[config.mk]
export PLATFORM = sky130hd
export DESIGN_NAME = dtf_device_flat
export DESIGN_NICKNAME = d
export VERILOG_FILES = /design/src/common/dtf_pkg.sv /design/src/common/dtf_if.sv /design/src/core/dtf_device.sv /design/src/flat_wrapper.sv
export VERILOG_INCLUDE_DIRS = /design/src /design/src/common
export SDC_FILE = /design/constraint.sdc
export NUM_CORES = 2
export LEC_CHECK = 0
export ABC_CLOCK_PERIOD_IN_PS = 3700
export BUFFER_PORTS_ARGS = -buffer_cell sky130_fd_sc_hd__buf_2
export CORE_UTILIZATION = 35
export DETAILED_ROUTE_END_ITERATION = 6
export GPL_TIMING_DRIVEN = 0
export HOLD_SLACK_MARGIN = 0.08
export MAX_ROUTING_LAYER = met4
export PLACE_DENSITY = 0.61
export SLEW_MARGIN = 25
export SYNTH_ARGS = -nofsm -noshare
export SYNTH_HDL_FRONTEND = slang
export SYNTH_SLANG_ARGS = --single-unit
[constraint.sdc]
create_clock -name clk_sys -period 3.7 [get_ports clk_sys]
set_clock_uncertainty 0.1 [all_clocks]
set_input_delay 0.185 -clock clk_sys [delete_from_list [all_inputs] [get_ports clk_sys]]
set_output_delay 0.185 -clock clk_sys [all_outputs]
set_load 0.03 [all_outputs]
[src/common/dtf_cfg.svh]
/*
 * Constants for the disk task file front end: register selects,
 * field positions, command codes, timing figures.
 * Assumes a single 100 MHz system clock.
 */
`ifndef DTF_CFG_SVH
`define DTF_CFG_SVH

`define DTF_CLK_NS 10
// register selects on the 3-bit address
`define DTF_SEL_DATA 3'h0
`define DTF_SEL_ERR_PRECOMP 3'h1
`define DTF_SEL_SDH 3'h6
`define DTF_SEL_STAT_CMD 3'h7
// status bits
`define DTF_ST_BUSY 7
`define DTF_ST_READY 6
`define DTF_ST_WFAULT 5
`define DTF_ST_SEEKDONE 4
`define DTF_ST_DREQ 3
`define DTF_ST_CORR 2
`define DTF_ST_ERR 0
// error bits
`define DTF_ER_BADBLK 7
`define DTF_ER_UNCORR 6
`define DTF_ER_IDCRC 5
`define DTF_ER_IDNF 4
`define DTF_ER_ABORT 2
`define DTF_ER_TRK0 1
`define DTF_ER_NOMARK 0
// command opcode fields
`define DTF_OP_RESTORE 4'h1
`define DTF_OP_SEEK 4'h7
`define DTF_OP_READ 4'h2
`define DTF_OP_WRITE 5'h06
`define DTF_OP_FORMAT 8'h50
// timing
`define DTF_STEP_MIN_US 35
`define DTF_STEP_UNIT_US 500
`define DTF_PRECOMP_NS 12
`define DTF_MARK_WINDOW 16
`define DTF_RESTORE_STEPS 1024
`define DTF_LONG_EXTRA 4
`define DTF_SDH_ECC 7
`define DTF_RESET_ERR 8'h00

`endif

[src/common/dtf_pkg.sv]
/*
 * Types shared by both ends of the task file link.
 * Assumes dtf_cfg.svh for numeric constants.
 */
package dtf_pkg;
   typedef enum logic [2:0] {
      DTF_IDLE = 3'b000,
      DTF_CHECK = 3'b001,
      DTF_STEP = 3'b010,
      DTF_MEDIA = 3'b011,
      DTF_XFER = 3'b100,
      DTF_DONE = 3'b101
   } dtf_state_t;
   typedef enum logic [2:0] {
      DTF_C_NONE = 3'b000,
      DTF_C_RESTORE = 3'b001,
      DTF_C_SEEK = 3'b010,
      DTF_C_READ = 3'b011,
      DTF_C_WRITE = 3'b100,
      DTF_C_FORMAT = 3'b101
   } dtf_cmd_t;
endpackage : dtf_pkg

[src/common/dtf_if.sv]
/*
 * Parallel task file bus between host and controller.
 * Assumes both ends clocked by the same clk_sys.
 */
`timescale 1ns/1ps
interface dtf_if;
   logic [2:0] addr;
   logic rd_strobe;
   logic wr_strobe;
   logic [7:0] wdata;
   logic [7:0] rdata;
   logic data_request_line;
   logic interrupt_request_line;
   modport device (
      input addr, rd_strobe, wr_strobe, wdata,
      output rdata, data_request_line, interrupt_request_line
   );
   modport host (
      output addr, rd_strobe, wr_strobe, wdata,
      input rdata, data_request_line, interrupt_request_line
   );
endinterface : dtf_if

[src/core/dtf_device.sv]
/*
 * Controller end: task file decode, status and fault flags, command
 * interpreter, sector buffer port, precomp zone, step timing.
 * Assumes a drive-side media engine reporting outcomes as one-cycle
 * pulses and synchronous drive lines for the selected drive.
 */
`timescale 1ns/1ps
`include "dtf_cfg.svh"
module dtf_device
   import dtf_pkg::*;
#(
   parameter int SECTOR_BYTES = 256,
   parameter int STEP_MIN_CYC = (`DTF_STEP_MIN_US * 1000) / `DTF_CLK_NS,
   parameter int STEP_UNIT_CYC = (`DTF_STEP_UNIT_US * 1000) / `DTF_CLK_NS
) (
   input wire logic clk_sys,
   input wire logic reset,
   dtf_if.device bus,
   input wire logic drive_ready,
   input wire logic drive_write_fault,
   input wire logic drive_seek_done,
   input wire logic track_zero_line,
   input wire logic [9:0] target_cylinder,
   input wire logic media_id_found,
   input wire logic media_id_missing,
   input wire logic media_id_crc_bad,
   input wire logic media_bad_block,
   input wire logic media_mark_seen,
   input wire logic media_byte_tick,
   input wire logic media_data_ok,
   input wire logic media_data_corrected,
   input wire logic media_data_uncorrectable,
   output logic reduced_write_current_line,
   output logic precomp_enable,
   output logic [3:0] precomp_delay_ns,
   output logic step_pulse,
   output logic write_enable
);
   localparam int CNT_W = 20;
   localparam int BUF_BYTES = SECTOR_BYTES + `DTF_LONG_EXTRA;
   localparam int PTR_W = $clog2(BUF_BYTES + 1);

   logic [7:0] precomp_start_cylinder_reg;
   logic [7:0] sdh_reg;
   logic [7:0] fault_flags_reg;
   logic [7:0] fault_flags_next;
   logic busy_reg;
   logic corrected_reg;
   logic dreq_reg;
   logic irq_reg;
   logic [3:0] step_rate_code_reg;
   logic [7:0] cmd_reg;
   dtf_cmd_t cmd_kind;
   dtf_state_t state_reg;
   logic [CNT_W-1:0] step_cnt_reg;
   logic [10:0] steps_done_reg;
   logic [4:0] mark_cnt_reg;
   logic [PTR_W-1:0] ptr_reg;
   logic [7:0] sector_mem [BUF_BYTES];
   logic [7:0] status_byte;
   logic [CNT_W-1:0] step_period;
   logic [PTR_W-1:0] xfer_len;
   logic cmd_wr, stat_rd, data_rd, data_wr, drive_bad, step_tick;

   assign cmd_wr = bus.wr_strobe && bus.addr == `DTF_SEL_STAT_CMD && !busy_reg;
   assign stat_rd = bus.rd_strobe && bus.addr == `DTF_SEL_STAT_CMD;
   // strobes outside a transfer are ignored, protecting the buffer
   assign data_rd = bus.rd_strobe && bus.addr == `DTF_SEL_DATA && dreq_reg;
   assign data_wr = bus.wr_strobe && bus.addr == `DTF_SEL_DATA && dreq_reg;
   assign drive_bad = !drive_ready || !drive_seek_done || drive_write_fault;

   always_comb begin
      cmd_kind = DTF_C_NONE;
      if (cmd_reg[7:4] == `DTF_OP_RESTORE) cmd_kind = DTF_C_RESTORE;
      else if (cmd_reg[7:4] == `DTF_OP_SEEK) cmd_kind = DTF_C_SEEK;
      else if (cmd_reg[7:4] == `DTF_OP_READ && !cmd_reg[0]) cmd_kind = DTF_C_READ;
      else if (cmd_reg[7:3] == `DTF_OP_WRITE && !cmd_reg[0]) cmd_kind = DTF_C_WRITE;
      else if (cmd_reg == `DTF_OP_FORMAT) cmd_kind = DTF_C_FORMAT;
   end

   // code 0 is the fast step, others n half-milliseconds
   assign step_period = (step_rate_code_reg == 4'h0) ? CNT_W'(STEP_MIN_CYC)
      : CNT_W'(STEP_UNIT_CYC * step_rate_code_reg);
   // long only honoured with ecc selected in sdh
   assign xfer_len = (cmd_reg[1] && sdh_reg[`DTF_SDH_ECC]) ? PTR_W'(BUF_BYTES)
      : PTR_W'(SECTOR_BYTES);
   assign step_tick = step_cnt_reg == CNT_W'(1);

   always_comb begin
      status_byte = 8'h00;
      status_byte[`DTF_ST_BUSY] = busy_reg;
      status_byte[`DTF_ST_READY] = drive_ready;
      status_byte[`DTF_ST_WFAULT] = drive_write_fault;
      status_byte[`DTF_ST_SEEKDONE] = drive_seek_done;
      status_byte[`DTF_ST_DREQ] = dreq_reg;
      status_byte[`DTF_ST_CORR] = corrected_reg;
      status_byte[`DTF_ST_ERR] = |fault_flags_reg;
   end

   always_ff @(posedge clk_sys) begin
      if (reset) begin
         precomp_start_cylinder_reg <= 8'h00;
         sdh_reg <= 8'h00;
      end else if (bus.wr_strobe && !busy_reg) begin
         if (bus.addr == `DTF_SEL_ERR_PRECOMP) precomp_start_cylinder_reg <= bus.wdata;
         if (bus.addr == `DTF_SEL_SDH) sdh_reg <= bus.wdata;
      end
   end

   always_ff @(posedge clk_sys) begin
      if (reset) begin
         cmd_reg <= 8'h00;
         step_rate_code_reg <= 4'h0;
      end else if (cmd_wr) begin
         cmd_reg <= bus.wdata;
         if (bus.wdata[7:4] == `DTF_OP_RESTORE || bus.wdata[7:4] == `DTF_OP_SEEK)
            step_rate_code_reg <= bus.wdata[3:0];
      end
   end

   // zone compare widened so register times four cannot wrap
   always_ff @(posedge clk_sys) begin
      if (reset) begin
         reduced_write_current_line <= 1'b0;
         precomp_enable <= 1'b0;
         precomp_delay_ns <= 4'h0;
      end else begin
         reduced_write_current_line <=
            target_cylinder >= {precomp_start_cylinder_reg, 2'b00};
         precomp_enable <= target_cylinder >= {precomp_start_cylinder_reg, 2'b00};
         precomp_delay_ns <= 4'(`DTF_PRECOMP_NS);
      end
   end

   always_comb begin
      fault_flags_next = fault_flags_reg;
      if (state_reg == DTF_CHECK && drive_bad)
         fault_flags_next[`DTF_ER_ABORT] = 1'b1;
      if (state_reg == DTF_STEP && step_tick && !track_zero_line
          && steps_done_reg == 11'(`DTF_RESTORE_STEPS) && cmd_kind == DTF_C_RESTORE)
         fault_flags_next[`DTF_ER_TRK0] = 1'b1;
      if (state_reg == DTF_MEDIA) begin
         if (media_id_missing) fault_flags_next[`DTF_ER_IDNF] = 1'b1;
         if (media_id_crc_bad) fault_flags_next[`DTF_ER_IDCRC] = 1'b1;
         if (media_bad_block) fault_flags_next[`DTF_ER_BADBLK] = 1'b1;
         if (media_data_uncorrectable) fault_flags_next[`DTF_ER_UNCORR] = 1'b1;
         if (cmd_kind == DTF_C_READ && mark_cnt_reg == 5'(`DTF_MARK_WINDOW)
             && !media_mark_seen)
            fault_flags_next[`DTF_ER_NOMARK] = 1'b1;
      end
      if (cmd_wr) fault_flags_next = `DTF_RESET_ERR;
   end

   always_ff @(posedge clk_sys) begin
      if (reset) fault_flags_reg <= `DTF_RESET_ERR;
      else fault_flags_reg <= fault_flags_next;
   end

   always_ff @(posedge clk_sys) begin
      if (reset) corrected_reg <= 1'b0;
      else if (cmd_wr) corrected_reg <= 1'b0;
      else if (state_reg == DTF_MEDIA && media_data_corrected) corrected_reg <= 1'b1;
   end

   always_ff @(posedge clk_sys) begin
      if (reset) begin
         state_reg <= DTF_IDLE;
         busy_reg <= 1'b0;
         dreq_reg <= 1'b0;
         step_cnt_reg <= '0;
         steps_done_reg <= 11'h000;
         mark_cnt_reg <= 5'h00;
         ptr_reg <= '0;
         step_pulse <= 1'b0;
         write_enable <= 1'b0;
      end else begin
         step_pulse <= 1'b0;
         write_enable <= 1'b0;
         case (state_reg)
            DTF_IDLE: begin
               if (cmd_wr) begin
                  busy_reg <= 1'b1;
                  state_reg <= DTF_CHECK;
               end
            end
            DTF_CHECK: begin
               steps_done_reg <= 11'h000;
               step_cnt_reg <= step_period;
               mark_cnt_reg <= 5'h00;
               ptr_reg <= '0;
               if (drive_bad || cmd_kind == DTF_C_NONE) state_reg <= DTF_DONE;
               else if (cmd_kind == DTF_C_RESTORE) state_reg <= DTF_STEP;
               else if (cmd_kind == DTF_C_WRITE) begin
                  busy_reg <= 1'b0;
                  dreq_reg <= 1'b1;
                  state_reg <= DTF_XFER;
               end else state_reg <= DTF_MEDIA;
            end
            DTF_STEP: begin
               if (track_zero_line) state_reg <= DTF_DONE;
               else if (step_tick) begin
                  if (steps_done_reg == 11'(`DTF_RESTORE_STEPS)) state_reg <= DTF_DONE;
                  else begin
                     step_pulse <= 1'b1;
                     steps_done_reg <= steps_done_reg + 11'h001;
                     step_cnt_reg <= step_period;
                  end
               end else step_cnt_reg <= step_cnt_reg - CNT_W'(1);
            end
            DTF_MEDIA: begin
               if (media_id_found) mark_cnt_reg <= 5'h01;
               else if (media_byte_tick && mark_cnt_reg != 5'h00
                        && mark_cnt_reg != 5'(`DTF_MARK_WINDOW))
                  mark_cnt_reg <= mark_cnt_reg + 5'h01;
               if (media_id_missing || media_id_crc_bad || media_bad_block
                   || media_data_uncorrectable
                   || (cmd_kind == DTF_C_READ && mark_cnt_reg == 5'(`DTF_MARK_WINDOW)
                       && !media_mark_seen))
                  state_reg <= DTF_DONE;
               else if (cmd_kind == DTF_C_READ && (media_data_ok || media_data_corrected)) begin
                  busy_reg <= 1'b0;
                  dreq_reg <= 1'b1;
                  state_reg <= DTF_XFER;
               end else if (cmd_kind != DTF_C_READ && media_data_ok) begin
                  write_enable <= cmd_kind == DTF_C_WRITE;
                  state_reg <= DTF_DONE;
               end
            end
            DTF_XFER: begin
               if ((data_rd || data_wr) && ptr_reg == xfer_len - PTR_W'(1)) begin
                  dreq_reg <= 1'b0;
                  if (cmd_kind == DTF_C_WRITE) begin
                     busy_reg <= 1'b1;
                     state_reg <= DTF_MEDIA;
                  end else state_reg <= DTF_IDLE;
               end
               if (data_rd || data_wr) ptr_reg <= ptr_reg + PTR_W'(1);
            end
            DTF_DONE: begin
               busy_reg <= 1'b0;
               state_reg <= DTF_IDLE;
            end
            default: state_reg <= DTF_IDLE;
         endcase
      end
   end

   always_ff @(posedge clk_sys) begin
      if (data_wr) sector_mem[ptr_reg] <= bus.wdata;
   end

   // raise wins over the clearing access in the same cycle
   always_ff @(posedge clk_sys) begin
      if (reset) irq_reg <= 1'b0;
      else if ((state_reg == DTF_DONE)
               || (state_reg == DTF_MEDIA && cmd_kind == DTF_C_READ && !cmd_reg[3]
                   && (media_data_ok || media_data_corrected)
                   && !media_data_uncorrectable && !media_id_missing
                   && !media_id_crc_bad && !media_bad_block)
               || (state_reg == DTF_XFER && data_rd && cmd_reg[3]
                   && ptr_reg == xfer_len - PTR_W'(1)))
         irq_reg <= 1'b1;
      else if (cmd_wr || stat_rd) irq_reg <= 1'b0;
   end

   always_ff @(posedge clk_sys) begin
      if (reset) bus.rdata <= 8'h00;
      else if (bus.addr == `DTF_SEL_STAT_CMD) bus.rdata <= status_byte;
      else if (bus.addr == `DTF_SEL_ERR_PRECOMP) bus.rdata <= fault_flags_reg;
      else if (bus.addr == `DTF_SEL_SDH) bus.rdata <= sdh_reg;
      else if (bus.addr == `DTF_SEL_DATA && dreq_reg) bus.rdata <= sector_mem[ptr_reg];
      else bus.rdata <= 8'h00;
   end

   assign bus.data_request_line = dreq_reg;
   assign bus.interrupt_request_line = irq_reg;
endmodule : dtf_device

[src/flat_wrapper.sv]
// flat-port wrapper written by rule: the top's interface ports become plain ports
module dtf_device_flat import dtf_pkg::*;
#(
   parameter int SECTOR_BYTES = 256,
   parameter int STEP_MIN_CYC = (`DTF_STEP_MIN_US * 1000) / `DTF_CLK_NS,
   parameter int STEP_UNIT_CYC = (`DTF_STEP_UNIT_US * 1000) / `DTF_CLK_NS
)
  (clk_sys, reset, drive_ready, drive_write_fault, drive_seek_done, track_zero_line, target_cylinder, media_id_found, media_id_missing, media_id_crc_bad, media_bad_block, media_mark_seen, media_byte_tick, media_data_ok, media_data_corrected, media_data_uncorrectable, reduced_write_current_line, precomp_enable, precomp_delay_ns, step_pulse, write_enable, bus_addr, bus_rd_strobe, bus_wr_strobe, bus_wdata, bus_rdata, bus_data_request_line, bus_interrupt_request_line);
  dtf_if bus_i ();
  input wire logic clk_sys;
  input wire logic reset;
  input wire logic drive_ready;
  input wire logic drive_write_fault;
  input wire logic drive_seek_done;
  input wire logic track_zero_line;
  input wire logic [9:0] target_cylinder;
  input wire logic media_id_found;
  input wire logic media_id_missing;
  input wire logic media_id_crc_bad;
  input wire logic media_bad_block;
  input wire logic media_mark_seen;
  input wire logic media_byte_tick;
  input wire logic media_data_ok;
  input wire logic media_data_corrected;
  input wire logic media_data_uncorrectable;
  output logic reduced_write_current_line;
  output logic precomp_enable;
  output logic [3:0] precomp_delay_ns;
  output logic step_pulse;
  output logic write_enable;
  input wire logic [$bits(bus_i.addr)-1:0] bus_addr;
  input wire logic [$bits(bus_i.rd_strobe)-1:0] bus_rd_strobe;
  input wire logic [$bits(bus_i.wr_strobe)-1:0] bus_wr_strobe;
  input wire logic [$bits(bus_i.wdata)-1:0] bus_wdata;
  output wire logic [$bits(bus_i.rdata)-1:0] bus_rdata;
  output wire logic [$bits(bus_i.data_request_line)-1:0] bus_data_request_line;
  output wire logic [$bits(bus_i.interrupt_request_line)-1:0] bus_interrupt_request_line;
  assign bus_i.addr = bus_addr;
  assign bus_i.rd_strobe = bus_rd_strobe;
  assign bus_i.wr_strobe = bus_wr_strobe;
  assign bus_i.wdata = bus_wdata;
  assign bus_rdata = bus_i.rdata;
  assign bus_data_request_line = bus_i.data_request_line;
  assign bus_interrupt_request_line = bus_i.interrupt_request_line;
  dtf_device #(.SECTOR_BYTES(SECTOR_BYTES), .STEP_MIN_CYC(STEP_MIN_CYC), .STEP_UNIT_CYC(STEP_UNIT_CYC)) u_core (.clk_sys(clk_sys), .reset(reset), .bus(bus_i), .drive_ready(drive_ready), .drive_write_fault(drive_write_fault), .drive_seek_done(drive_seek_done), .track_zero_line(track_zero_line), .target_cylinder(target_cylinder), .media_id_found(media_id_found), .media_id_missing(media_id_missing), .media_id_crc_bad(media_id_crc_bad), .media_bad_block(media_bad_block), .media_mark_seen(media_mark_seen), .media_byte_tick(media_byte_tick), .media_data_ok(media_data_ok), .media_data_corrected(media_data_corrected), .media_data_uncorrectable(media_data_uncorrectable), .reduced_write_current_line(reduced_write_current_line), .precomp_enable(precomp_enable), .precomp_delay_ns(precomp_delay_ns), .step_pulse(step_pulse), .write_enable(write_enable));
endmodule
After elaboration in Yosys (flattened, before gate mapping)
Memory sizes are Yosys's and may differ from the RTL's. A register that Yosys moved wholly into a read port is not among the register bits.
Cells that the tools add are included.
{"block": "classes", "add_sub_neg": 5, "multipliers": 1, "magnitude_cmp": 1, "eq_ne": 41, "mux": 60, "bitwise_logic": 4, "reduce_logical": 90}
{"op": "20-bit 2-to-1 mux", "n": 4}
{"op": "3-bit 2-to-1 mux", "n": 17}
{"op": "20-bit one-hot mux with 2 select lines", "n": 1}
{"op": "1-bit logical AND", "n": 35}
{"op": "11-bit 2-to-1 mux", "n": 3}
{"op": "8-bit 2-to-1 mux", "n": 4}
{"op": "9-bit 2-to-1 mux", "n": 3}
{"op": "11-bit one-hot mux with 2 select lines", "n": 1}
{"op": "20-bit by 1-bit == test with 1-bit output, second input constant", "n": 1}
{"op": "2-bit AND reduction", "n": 10}
{"op": "20-bit by 1-bit subtractor with 20-bit output, second input constant", "n": 1}
{"op": "1-bit 2-to-1 mux", "n": 18}
{"op": "9-bit one-hot mux with 2 select lines", "n": 1}
{"op": "12-bit by 4-bit multiplier with 16-bit output, first input constant", "n": 1}
{"op": "3-bit == test, second input constant", "n": 5}
{"op": "3-bit one-hot mux with 5 select lines", "n": 1}
{"op": "1-bit logical OR", "n": 13}
{"op": "2-bit by 1-bit != test with 1-bit output, second input constant", "n": 6}
{"op": "2-bit != test, second input constant", "n": 6}
{"op": "11-bit by 1-bit adder with 11-bit output, second input constant", "n": 1}
{"op": "11-bit == test, second input constant", "n": 1}
{"op": "1-bit logical NOT", "n": 11}
{"op": "10-bit greater-or-equal comparator", "n": 1}
{"op": "5-bit 2-to-1 mux", "n": 2}
{"op": "36 further kinds", "n": 55}
{"block": "word_totals", "ff_bits": 102, "ramBits": 2080, "input_bits": 38, "out_inout_bits": 18, "elab_cells": 229, "n_memories": 1}
{"memory": "u_core.sector_mem", "words": 260, "word_bits": 8, "rd": 1, "rd_ports_with_merged_regs": 1, "write_ports": 1, "line": "dtf_device.sv:59", "text": "logic [7:0] sector_mem [BUF_BYTES];"}

Longest topological paths before layout
{"block": "depth", "word_depth": 17, "mapped_depth": 12, "mapped_depth_nobuf": 11}

Worst setup path before layout
Ideal clock, no wire load.
{"block": "synth_path", "path_kind": "reg2reg", "start": "register u_core.dreq_reg (netlist: u_core.bus.data_request_line)", "end": "memory u_core.sector_mem[243][0], enable pin", "setup_time_ns": 0.370, "arrival_ns": 2.288, "required_ns": 3.230, "setup_slack_ns": 0.942, "stages_incl_launch_ff": 7, "path_buffers": 2, "synth_period_minus_slack_ns": 2.758, "cell_sequence": "dfxtp_1 nor4b_1 clkbuf_1 and3_1 nand2_1 clkbuf_1 nor2_1"}
{"block": "synth_between", "elab_chain_len": 3}
{"element": "start, declared", "line": "dtf_device.sv:49", "text": "logic dreq_reg;"}
{"element": "start signal, assigned", "line": "dtf_device.sv:169", "text": "dreq_reg <= 1'b0;"}
{"element": "start signal, assigned", "line": "dtf_device.sv:195", "text": "dreq_reg <= 1'b1;"}
{"element": "start signal, assigned", "line": "dtf_device.sv:222", "text": "dreq_reg <= 1'b1;"}
{"element": "1-bit logical AND", "line": "dtf_device.sv:69", "text": "assign data_wr = bus.wr_strobe && bus.addr == `DTF_SEL_DATA && dreq_reg;"}
{"element": "1-bit 2-to-1 mux", "line": "dtf_device.sv:249", "text": "if (data_wr) sector_mem[ptr_reg] <= bus.wdata;"}
{"element": "1-bit 2-to-1 mux (not written as such)", "line": "dtf_device.sv:249"}
{"element": "end, declared", "line": "dtf_device.sv:59"}
No other way between the ends.

Worst setup path in the final report
{"block": "layout_path", "start": "register u_core.ptr_reg[4]", "end": "memory u_core.sector_mem[253][5], enable pin"}
{"element": "start, declared", "line": "dtf_device.sv:58", "text": "logic [PTR_W-1:0] ptr_reg;"}
{"element": "start signal, assigned", "line": "dtf_device.sv:237", "text": "if (data_rd || data_wr) ptr_reg <= ptr_reg + PTR_W'(1);"}
Straight into the memory's write port.

==> reports/results.ini <==
[status]
status = complete, but fails checks
violations = negative setup slack

[clock_network]
cts_tree = done
htree_levels = 4
clock_path_buffers = 3
cts_made_buffers = 220
clock_latency_ns = 0.88
cts_sinks = 2188
cts_root_buffer = clkbuf_16
clk_pin_slew_ns = 0.06

[floorplanning]
num_io_pins = 56
rows = 181
die-area_sq_mm = 0.2486
start_util_pct = 35.36
die_w_microns = 498.6
coreArea_sq_mm = 0.2441
die_y_microns = 498.6

[setup_path]
required_ns = 4.10
worstPathCellList = clkbuf_1 > and3b_1 > nand3_1 > clkbuf_1 > nor2_1
startpoint_type = register
slowest_stage = nor2_1
crit_fanout = 10
cp_common_cell = clkbuf_1
path_delay_family = simple AND/OR/NAND/NOR gates
cp.arrival_ns = 4.27
ff2ff_setup_slack_ns = -0.17
crit_type = register to register
cp_num_buf_inv = 2
rr_startpoint = u_core.ptr_reg[4]
reg2regPathDepth = 5
critPathLaunch = u_core.ptr_reg[4]
max_stage_delay_ns = 0.83
crit_cells = 5
critical_path.endpoint_type = register

[grt]
antenna_found_initial = 19
grt_overflow = 0
track_usage_pct = 24.19
grt_max_degree = 133
grt_pass1_vias = 47100
grt_pass1_wl_microns = 398500

[timing]
rsz0062_at_grt = true
holdWs_ns = 0.1666
setup_viol_count_final = 167
tns_ns = -9.003
worstMarginPinSlew_ns = 1.345
period_share_pct = 104.7
slew_violations = 0
period_minus_slack_ns = 3.872
slew_headroom_pct = 10.31
layout_setup_ws_ns = -0.1722
clock.fmax_ghz = 0.2583
hold_viol = 0

[yosys]
ys_seq_elements = 2188
syn_area_sq_mm = 0.08632
ys_seq_area_share_pct = 74.86
async_flop_share_pct = 0
syn_avg_cell_area_sq_um = 19.27
yosys_most_used_dff = edfxtp_1
yosysUniqueCellTypes = 77
synth_edf_count = 2080
synth_cells = 4479
yosys_warnings = 0

[drt]
drc_errors = 0
via_per_inst = 6.031
wire_per_inst_microns = 35.84
vias = 49910
dr.pass1.iters = 6
totalWireLength_microns = 296500
dr.first_iter.drc_count = 8306
drtAntennaViolNets = 0

[place]
gp_congestion = 0.9803
dpl_cell_area_sq_mm = 0.09147
place_inst = 7760
numPortBuffers = 51
dp_hpwl_microns = 196900

[finish]
nFillCells = 21250
largest_register_ff_count = 2080
syn2layout_area_growth_pct = 18.25
final_cell_area_sq_mm = 0.1021
layout-drive-gt1-share_pct = 28.88
fin_cells = 8275
regArea_sq_mm = 0.06463
final_common_cell = edfxtp_1
mostFrequentLayoutCells = edfxtp_1 (2080), mux4_2 (493), clkbuf_16 (223), nor2_1 (220), nand2_1 (162)
multi_input_area_sq_mm = 0.02159
nets = 4953

[worst_hold_path]
hp-start = target_cylinder[9]
whs_path_depth = 4
hold_class = input port to register

[power_and_ir_drop]
p_per_area_mw_per_mm2 = 490.8
ir_worst_vdd_v = 0.0005468
total_leakage_power_nw = 30.95

[run]
maxCapViolations = 0

final timing paths:
path	end
max reg2reg	u_core.sector_mem[253][5]
min reg2reg	u_core.sdh_reg[2]
max	u_core.sector_mem[253][5]
min	u_core.reduced_write_current_line
synthesized netlist by cell type, drive strengths merged, types with 12 or more instances:
| cell type | count | area share (%) |
|---|---|---|
| a211oi | 27 | 0.23 |
| a21oi | 94 | 0.54 |
| a221oi | 34 | 0.34 |
| a22oi | 73 | 0.63 |
| a31oi | 24 | 0.17 |
| and3 | 18 | 0.13 |
| buf | 135 | 1.1 |
| clkbuf | 121 | 0.53 |
| dfxtp | 108 | 2.5 |
| edfxtp | 2080 | 72 |
| ha | 37 | 0.54 |
| inv | 36 | 0.16 |
| mux2 | 25 | 0.33 |
| mux2i | 109 | 1.3 |
| mux4 | 493 | 13 |
| nand2 | 178 | 0.77 |
| nand2b | 17 | 0.12 |
| nand3 | 52 | 0.31 |
| nand4 | 18 | 0.15 |
| nor2 | 391 | 1.7 |
| nor2b | 14 | 0.10 |
| nor3 | 46 | 0.27 |
| nor4 | 12 | 0.10 |
| o21ai | 91 | 0.53 |
| o221ai | 34 | 0.34 |
| o22ai | 35 | 0.25 |
| or3 | 16 | 0.12 |
| xor2 | 14 | 0.14 |
area by class of cell:
class	instances	area share [%]
inverter	37	0.1361
multi-input combinational	1999	21.15
clock buffer	285	5.732
clock inverter	119	1.211
buffer	254	2.516
antenna	14	0.03432
sequential	2188	63.31
tap	3202	3.925
timing repair buffer	177	1.983
repair_timing:
item,CTS,global route
pin swaps,8,13
cloned,0,2
gates resized for setup,547,143
setup endpoints to repair,1907,1010
buffers inserted,2,52
hold buffers,43,0
hold endpoints to repair,1680,0
tightest hold or removal path, delay by kind of cell:
family | cells | cell delay (ns)
adder cells (fa/ha/maj) | 1 | 0.16
buffers and inverters | 2 | 0.60
AO/OA/AOI/OAI | 1 | 0.13
power breakdown:
| group | switching, W | internal, W | total (W) |
|---|---|---|---|
| clock | 0.00977 | 0.0124 | 0.0222 |
| combinational | 0.000599 | 0.000175 | 0.000774 |
| sequential | 0.0000160 | 0.0271 | 0.0271 |
| total | 0.0104 | 0.0397 | 0.0501 |
kinds of logic after synthesis:
| kind of cell | after synthesis | share of synthesized area (%) |
|---|---|---|
| AO/OA/AOI/OAI | 489 | 3.827 |
| XOR/XNOR | 23 | 0.2334 |
| adder cells (fa/ha/maj) | 38 | 0.5595 |
| buffers and inverters | 293 | 1.780 |
| flip-flops | 2188 | 74.86 |
| multiplexers | 627 | 14.45 |
| other | 1 | 0.004344 |
| AND/OR/NAND/NOR | 820 | 4.285 |
metal layers:
| metal | vias up | global-route usage, % | share of wire, % |
|---|---|---|---|
| li1 | 19210 | - | - |
| met1 | 26310 | 31.37 | 37 |
| met2 | 3665 | 33.81 | 43 |
| met3 | 719 | 7.888 | 14 |
| met4 | 0 | 12.39 | 6.0 |
| met5 | - | - | 0 |
through the flow:
stage | worst slack (ns) | power, W | util, %
after global placement | -2.256 | 0.02836 | 37.11
after CTS | -0.1053 | 0.05015 | 41.32
after floorplan | 0.9420 | 0.02781 | -
after global routing | -0.08207 | 0.05111 | 41.81
final | -0.1722 | 0.05010 | 41.81
after detailed placement | -1.820 | 0.02836 | 37.47
Note: power is estimated with default switching activity, not from simulation.
